[src/mdda_regs.svh]
`ifndef MDDA_REGS_SVH
`define MDDA_REGS_SVH
`define MDDA_DIV_BYTE_STEPS 8
`define MDDA_DIV_WORD_STEPS 16
`define MDDA_FLAG_N 3
`define MDDA_FLAG_Z 2
`define MDDA_FLAG_V 1
`define MDDA_FLAG_C 0
`define MDDA_FLAG_H 4
`define MDDA_FLAGS_RESET 8'h00
`endif

[src/mdda_pkg.sv]
package mdda_pkg;
	typedef enum logic [3:0] {
		MDDA_OP_NONE,
		MDDA_OP_UNSIGNED_EXTENDED_MULTIPLY,
		MDDA_OP_SIGNED_EXTENDED_MULTIPLY,
		MDDA_OP_UNSIGNED_EXTENDED_DIVIDE,
		MDDA_OP_SIGNED_EXTENDED_DIVIDE,
		MDDA_OP_DECIMAL_ADJUST_AFTER_SUBTRACT,
		MDDA_OP_LONG_DECREMENT,
		MDDA_OP_COMPARE_OP
	} mdda_op_t;
	typedef enum logic [1:0] {
		MDDA_SZ_BYTE,
		MDDA_SZ_WORD,
		MDDA_SZ_LONG
	} mdda_size_t;
	typedef struct packed {
		mdda_op_t op;
		mdda_size_t size;
		logic dec_two;
		logic [31:0] dst;
		logic [31:0] src;
		logic in_h;
		logic in_c;
	} mdda_req_t;
	typedef struct packed {
		logic [31:0] result;
		logic write_en;
		logic [7:0] flags;
	} mdda_rsp_t;
endpackage

[src/mdda_divider.sv]
`timescale 1ns/1ps
`default_nettype none
`include "mdda_regs.svh"
// restoring divider, one quotient bit per cycle; unsigned magnitudes only
module mdda_divider (
	input wire logic clk,
	input wire logic reset,
	input wire logic start,
	input wire logic word_size,
	input wire logic [31:0] dividend,
	input wire logic [15:0] divisor,
	output logic done,
	output logic [15:0] quotient,
	output logic [15:0] remainder
);
	logic [16:0] rem;
	logic [31:0] shreg;
	logic [15:0] dvs;
	logic [4:0] count;
	logic busy;
	logic [16:0] trial;
	logic [16:0] shifted;

	always_comb begin
		shifted = {rem[15:0], shreg[31]};
		trial = shifted - {1'b0, dvs};
	end

	always_ff @(posedge clk or posedge reset) begin
		if (reset) begin
			busy <= 1'b0;
			done <= 1'b0;
			count <= 5'h00;
			rem <= 17'h00000;
			shreg <= 32'h00000000;
			dvs <= 16'h0000;
		end else begin
			done <= 1'b0;
			if (start) begin
				busy <= 1'b1;
				dvs <= divisor;
				// byte form: dividend sits in low 16 bits, left-justify it
				// word form: high half preloads the remainder, so the quotient must fit 16 bits
				if (word_size) begin
					rem <= {1'b0, dividend[31:16]};
					shreg <= {dividend[15:0], 16'h0000};
					count <= 5'(`MDDA_DIV_WORD_STEPS);
				end else begin
					rem <= 17'h00000;
					shreg <= {dividend[15:0], 16'h0000};
					count <= 5'(`MDDA_DIV_BYTE_STEPS * 2);
				end
			end else if (busy) begin
				if (trial[16]) begin
					rem <= shifted;
					shreg <= {shreg[30:0], 1'b0};
				end else begin
					rem <= trial;
					shreg <= {shreg[30:0], 1'b1};
				end
				count <= count - 5'h01;
				if (count == 5'h01) begin
					busy <= 1'b0;
					done <= 1'b1;
				end
			end
		end
	end

	assign quotient = shreg[15:0];
	assign remainder = rem[15:0];
endmodule // mdda_divider
`default_nettype wire

[src/mdda_alu.sv]
`timescale 1ns/1ps
`default_nettype none
`include "mdda_regs.svh"
// Summary of operation
// - byte unsigned multiply, 16-bit product to destination
// - word unsigned multiply, 32-bit product to whole destination
// - byte signed multiply, 16-bit signed product
// - word signed multiply, 32-bit signed product
// - byte unsigned divide: remainder high, quotient low
// - word unsigned divide: remainder high half, quotient low
// - byte signed divide: remainder high, quotient low
// - word signed divide: remainder high, quotient low
// - decimal adjust subtraction result into packed BCD
module mdda_alu (
	input wire logic clk,
	input wire logic reset,
	input wire logic req_valid,
	input wire mdda_pkg::mdda_req_t req,
	output logic busy,
	output logic rsp_valid,
	output mdda_pkg::mdda_rsp_t rsp
);
	typedef enum {ST_IDLE, ST_DIV} mdda_state_t;
	mdda_state_t state;
	mdda_pkg::mdda_req_t held;
	logic div_start;
	logic div_done;
	logic [15:0] div_q;
	logic [15:0] div_r;
	logic [31:0] div_dividend;
	logic [15:0] div_divisor;
	logic next_rsp_valid;
	mdda_pkg::mdda_rsp_t next_rsp;

	function automatic logic [31:0] mag32(input logic [31:0] v, input logic neg);
		mag32 = neg ? 32'(-v) : v;
	endfunction

	function automatic logic [7:0] nz_flags(input logic neg, input logic zero);
		nz_flags = 8'h00;
		nz_flags[`MDDA_FLAG_N] = neg;
		nz_flags[`MDDA_FLAG_Z] = zero;
	endfunction

	logic req_word;
	logic dvd_neg;
	logic dvs_neg;
	logic is_signed_div;
	assign req_word = (req.size != mdda_pkg::MDDA_SZ_BYTE);
	assign is_signed_div = (req.op == mdda_pkg::MDDA_OP_SIGNED_EXTENDED_DIVIDE);
	assign dvd_neg = is_signed_div & (req_word ? req.dst[31] : req.dst[15]);
	assign dvs_neg = is_signed_div & (req_word ? req.src[15] : req.src[7]);

	// divider sees magnitudes; signs are reapplied when it finishes
	// low bits of a negation ignore the bits above, so a mask is enough
	assign div_dividend = mag32(req_word ? req.dst : {16'h0000, req.dst[15:0]}, dvd_neg)
		& (req_word ? 32'hFFFFFFFF : 32'h0000FFFF);
	assign div_divisor = 16'(mag32({16'h0000, req.src[15:0]}, dvs_neg)
		& (req_word ? 32'h0000FFFF : 32'h000000FF));
	assign div_start = req_valid && (state == ST_IDLE) && (req.op == mdda_pkg::MDDA_OP_UNSIGNED_EXTENDED_DIVIDE
		|| req.op == mdda_pkg::MDDA_OP_SIGNED_EXTENDED_DIVIDE);

	mdda_divider u_div (
		.clk(clk),
		.reset(reset),
		.start(div_start),
		.word_size(req_word),
		.dividend(div_dividend),
		.divisor(div_divisor),
		.done(div_done),
		.quotient(div_q),
		.remainder(div_r)
	);

	logic h_dvd_neg;
	logic h_dvs_neg;
	logic h_word;
	assign h_word = (held.size != mdda_pkg::MDDA_SZ_BYTE);
	assign h_dvd_neg = (held.op == mdda_pkg::MDDA_OP_SIGNED_EXTENDED_DIVIDE) & (h_word ? held.dst[31] : held.dst[15]);
	assign h_dvs_neg = (held.op == mdda_pkg::MDDA_OP_SIGNED_EXTENDED_DIVIDE) & (h_word ? held.src[15] : held.src[7]);

	always_comb begin
		logic [31:0] p;
		logic [32:0] diff;
		logic [7:0] adj;
		logic [15:0] q;
		logic [15:0] r;
		p = 32'h00000000;
		diff = 33'h000000000;
		adj = 8'h00;
		q = 16'h0000;
		r = 16'h0000;
		next_rsp_valid = 1'b0;
		next_rsp = '0;
		if (state == ST_DIV && div_done) begin
			next_rsp_valid = 1'b1;
			next_rsp.write_en = 1'b1;
			// quotient negative when signs differ, remainder follows dividend
			q = (h_dvd_neg ^ h_dvs_neg) ? 16'(-div_q) : div_q;
			r = h_dvd_neg ? 16'(-div_r) : div_r;
			if (h_word) begin
				next_rsp.result = {r, q};
				next_rsp.flags = nz_flags(q[15], held.src[15:0] == 16'h0000);
			end else begin
				next_rsp.result = {held.dst[31:16], r[7:0], q[7:0]};
				next_rsp.flags = nz_flags(q[7], held.src[7:0] == 8'h00);
			end
		end else if (req_valid && state == ST_IDLE) begin
			next_rsp_valid = 1'b1;
			next_rsp.write_en = 1'b1;
			case (req.op)
				mdda_pkg::MDDA_OP_UNSIGNED_EXTENDED_MULTIPLY: begin
					if (req_word) begin
						next_rsp.result = req.dst[15:0] * req.src[15:0];
					end else begin
						p[15:0] = req.dst[7:0] * req.src[7:0];
						next_rsp.result = {req.dst[31:16], p[15:0]};
					end
				end
				mdda_pkg::MDDA_OP_SIGNED_EXTENDED_MULTIPLY: begin
					if (req_word) begin
						p = 32'($signed(req.dst[15:0]) * $signed(req.src[15:0]));
						next_rsp.result = p;
						next_rsp.flags = nz_flags(p[31], p == 32'h00000000);
					end else begin
						p[15:0] = 16'($signed(req.dst[7:0]) * $signed(req.src[7:0]));
						next_rsp.result = {req.dst[31:16], p[15:0]};
						next_rsp.flags = nz_flags(p[15], p[15:0] == 16'h0000);
					end
				end
				mdda_pkg::MDDA_OP_DECIMAL_ADJUST_AFTER_SUBTRACT: begin
					// borrow flags from the preceding subtraction pick the correction
					adj = req.dst[7:0];
					if (req.in_h) adj = adj + 8'hFA;
					if (req.in_c) adj = adj + 8'hA0;
					next_rsp.result = {req.dst[31:8], adj};
					next_rsp.flags = nz_flags(adj[7], adj == 8'h00);
					next_rsp.flags[`MDDA_FLAG_C] = req.in_c;
				end
				mdda_pkg::MDDA_OP_LONG_DECREMENT: begin
					diff = {1'b0, req.dst} - (req.dec_two ? 33'h000000002 : 33'h000000001);
					next_rsp.result = diff[31:0];
					next_rsp.flags = nz_flags(diff[31], diff[31:0] == 32'h00000000);
					next_rsp.flags[`MDDA_FLAG_V] = req.dst[31] & ~diff[31];
				end
				mdda_pkg::MDDA_OP_COMPARE_OP: begin
					next_rsp.write_en = 1'b0;
					next_rsp.result = req.dst;
					case (req.size)
						mdda_pkg::MDDA_SZ_BYTE: begin
							diff = {25'h0000000, req.dst[7:0]} - {25'h0000000, req.src[7:0]};
							next_rsp.flags = nz_flags(diff[7], diff[7:0] == 8'h00);
							next_rsp.flags[`MDDA_FLAG_C] = diff[8];
							next_rsp.flags[`MDDA_FLAG_V] = (req.dst[7] ^ req.src[7]) & (req.dst[7] ^ diff[7]);
							next_rsp.flags[`MDDA_FLAG_H] = req.dst[3:0] < req.src[3:0];
						end
						mdda_pkg::MDDA_SZ_WORD: begin
							diff = {17'h00000, req.dst[15:0]} - {17'h00000, req.src[15:0]};
							next_rsp.flags = nz_flags(diff[15], diff[15:0] == 16'h0000);
							next_rsp.flags[`MDDA_FLAG_C] = diff[16];
							next_rsp.flags[`MDDA_FLAG_V] = (req.dst[15] ^ req.src[15]) & (req.dst[15] ^ diff[15]);
							next_rsp.flags[`MDDA_FLAG_H] = req.dst[11:0] < req.src[11:0];
						end
						default: begin
							diff = {1'b0, req.dst} - {1'b0, req.src};
							next_rsp.flags = nz_flags(diff[31], diff[31:0] == 32'h00000000);
							next_rsp.flags[`MDDA_FLAG_C] = diff[32];
							next_rsp.flags[`MDDA_FLAG_V] = (req.dst[31] ^ req.src[31]) & (req.dst[31] ^ diff[31]);
							next_rsp.flags[`MDDA_FLAG_H] = req.dst[27:0] < req.src[27:0];
						end
					endcase
				end
				default: begin
					// divide starts now and answers later; idle op answers nothing
					next_rsp_valid = 1'b0;
					next_rsp.write_en = 1'b0;
				end
			endcase
		end
	end

	always_ff @(posedge clk or posedge reset) begin
		if (reset) begin
			state <= ST_IDLE;
			held <= '0;
		end else begin
			case (state)
				ST_IDLE: begin
					if (div_start) begin
						state <= ST_DIV;
						held <= req;
					end
				end
				ST_DIV: begin
					if (div_done) state <= ST_IDLE;
				end
				default: state <= ST_IDLE;
			endcase
		end
	end

	always_ff @(posedge clk or posedge reset) begin
		if (reset) begin
			rsp_valid <= 1'b0;
			rsp <= '0;
			busy <= 1'b0;
		end else begin
			rsp_valid <= next_rsp_valid;
			if (next_rsp_valid) rsp <= next_rsp;
			busy <= div_start | (state == ST_DIV && !div_done);
		end
	end
endmodule // mdda_alu
`default_nettype wire

[config.mk]
export PLATFORM = sky130hd
export DESIGN_NAME = mdda_alu
export DESIGN_NICKNAME = d
export VERILOG_FILES = /design/src/mdda_pkg.sv /design/src/mdda_divider.sv /design/src/mdda_alu.sv
export VERILOG_INCLUDE_DIRS = /design/src
export SDC_FILE = /design/constraint.sdc
export NUM_CORES = 2
export LEC_CHECK = 0
export BUFFER_PORTS_ARGS = -buffer_cell sky130_fd_sc_hd__buf_2
export CAP_MARGIN = 40
export CORE_UTILIZATION = 35
export CTS_BUF_LIST = sky130_fd_sc_hd__clkbuf_8
export DETAILED_ROUTE_END_ITERATION = 10
export GPL_ROUTABILITY_DRIVEN = 0
export SYNTH_ARGS = -nofsm -noshare
export SYNTH_HDL_FRONTEND = slang
export SYNTH_SLANG_ARGS = --single-unit
[constraint.sdc]
create_clock -name clk -period 6.38 [get_ports clk]
set_clock_uncertainty 0.2 [all_clocks]
set_input_delay 0.319 -clock clk [delete_from_list [all_inputs] [get_ports clk]]
set_output_delay 0.319 -clock clk [all_outputs]
set_load 0.05 [all_outputs]
==> results_dict.tcl <==
set metrics [dict create \
    outcome "finished with violations" \
    violations "negative setup slack" \
    layout_common_cells "626 x inv_1, 447 x buf_4, 444 x fa_1" \
    dieHeight_um 303 \
    synth_area_um2 31700 \
    coreArea_um2 89900 \
    grt_usage_pct 25.0 \
    preCtsSetupSlack_ps -722 \
    drt-pass1-iter-count 6 \
    area_growth_pct 19.9 \
    num_vias 28700 \
    synth_seq_cells 151 \
    seq_area_frac_synth_pct 11.9 \
    slew_headroom_pct 41.0 \
    worst_setup_path_start_kind "primary input" \
    fin_crit_sh_pct 100 \
    drv_slew 0 \
    cts_tree "done" \
    clock-sinks 151 \
    clk_pin_slew_ps 90 \
    final_antenna_net_count 0 \
    nets 4996 \
    min_period_ps 6390 \
    drcViolationCount 0 \
    drv_cap 0 \
    vias_per_cell 5.34 \
    rows 110 \
    synthArstFlopShare_pct 100 \
    synthCells 3754 \
    wl_met3_um 7920 \
    ys.warnings.count 0 \
    grt_pass1_wl_um 174000 \
    first_global_vias 29100 \
    ys.flop_type "dfrtp_1" \
    drt_iter0_markers 2329 \
    worst_slack_ps -9.35 \
    numCtsBuffers 17 \
    hold_start "req[61]" \
    cp-startpoint "req[35]" \
    worst_setup_path_end_kind "flop" \
    wl_met2_um 52500 \
    wl_per_cell_um 21.2 \
    worst_pin_slew_ps 876 \
    wl_met1_um 46300 \
    insertion_delay_ps 480 \
    final_common_cell "inv_1" \
    drt_wl_total_um 114000 \
    stdcell_count 5371 \
    clockRootBuffer "clkbuf_8" \
    fmax_mhz 157 \
    hp-class "primary input to flop" \
    antenna_found_initial 5 \
    final_cell_area_um2 38000 \
    overflow 0 \
    cts_buffer_depth 2 \
    required_ps 6590 \
    dp.cells 5317 \
    cp.arrival_ps 6600 \
    syn_avg_cell_area_um2 8.45 \
    top_layer "met5" \
    hold_violations 0 \
    grt_start_max_net_pins 83 \
    critPathKind "primary input to flop" \
    dp_hpwl_um 95900 \
    setup_viol 1 \
    place_area_um2 36900 \
    synth_enable_flop_cells 0 \
    setup_tns_ps -9.35 \
    boundaryPins 119 \
    start_util_pct 35.3 \
    rsz0062_at_grt "true" \
    fillers 8923 \
    drive_gt1_share_pct 18.4 \
    die_w_um 303 \
    htree_levels 4 \
    worst-path-max-fanout 5 \
    r2r_start "u_div.rem[0]" \
    die-area_um2 91800 \
    port_buffers 115 \
    synth_cell_types 92 \
]
## routing by layer
layer | vias up | GRT usage (%)
met5 | - | 0
met4 | 4 | 12.8
met3 | 244 | 3.23
met2 | 1081 | 41.4
met1 | 14100 | 32.0
li1 | 13200 | -
## flip-flops by register name, summed over array words and instances, names as in the netlist
name / flops
held: 39
rsp: 38
u_div.shreg: 32
u_div.dvs: 16
u_div.rem: 16
u_div.count: 5
busy: 1
rsp_valid: 1
state: 1
u_div.busy: 1
u_div.done: 1
## cell families after synthesis
kind of cell / after synthesis / share of synthesized area [%]
AO/OA/AOI/OAI: 718 / 14.9
XOR/XNOR: 198 / 5.52
adder cells (fa/ha/maj): 741 / 40.0
buffers and inverters: 815 / 9.79
flip-flops: 151 / 11.9
multiplexers: 63 / 2.02
other: 1 / 0.0118
AND/OR/NAND/NOR: 1067 / 15.8
## through the flow
| stage | hold slack (ps) | utilization (%) |
|---|---|---|
| after floorplan | 224 | - |
| after global placement | 259 | 41.0 |
| after detailed placement | 261 | 41.0 |
| after CTS | 6.61 | 41.6 |
| after global routing | 9.70 | 42.3 |
| final | 29.3 | 42.3 |
## critical path, stage by stage
cell and delay (ps):
buf_8 100, clkinvlp_4 140, buf_12 130, nor2_4 40
buf_6 120, fa_1 560, inv_2 50, fa_1 540
inv_2 50, fa_1 480, fa_1 530, fa_1 570
inv_2 40, fa_1 540, inv_2 50, ha_4 240
o21ai_2 100, nand2b_1 110, o31a_1 140, buf_4 140
a41o_4 260, a2111oi_4 350, nor3_2 100, or3_4 380
nor4_4 300, a21oi_2 90, a21oi_2 120
## final cells by class
class	instances	area, um2	share of cell area [%]
clock inverter	14	221	0.583
timing repair buffer	578	4350	11.4
antenna	3	7.51	0.0197
multi-input combinational	2790	25500	67.1
inverter	641	2420	6.37
sequential	151	3780	9.94
tap	1176	1470	3.87
clock buffer	18	248	0.652
## path summary, 6_finish.rpt
check / end / slack [ps] / cells after the start
max reg2reg: u_div.rem[10] / 2310 / 13
min reg2reg: held[70] / 280 / 2
min in group asynchronous: held[72] / 300 / 3
max: rsp[2] / -9 / 27
min: held[61] / 30 / 3
max in group asynchronous: rsp[8] / 4620 / 5
## timing repair
action	in CTS	in global routing
pin swaps	4	48
endpoints found under the setup margin	10	18
endpoints found under the hold margin	82	0
setup buffers	1	18
resized for setup	14	120
hold buffers	2	0
## Yosys cell counts (23+ instances only)
library cell	number	area, um2
inv_1	635	2380
fa_1	454	9090
nand2_1	427	1600
ha_1	287	3590
nor2_1	225	845
o21ai_0	170	851
a21oi_1	166	831
dfrtp_1	151	3780
clkbuf_1	144	541
xnor2_1	129	1130
xor2_1	67	587
nor3_1	65	325
and2_1	64	400
mux2i_1	55	551
nand3_1	51	255
nand2b_1	45	282
a211oi_1	40	300
a21o_1	33	248
a31oi_1	31	194
nor4_1	30	188
nor2b_1	27	169
o31ai_1	26	195
or3_1	25	156
and3_1	23	144
o221ai_1	23	201
o22ai_1	23	144
Power is left out: the tool's default activity adds up to more than one toggle a clock period on the data nets, which glitch-free logic cannot reach.
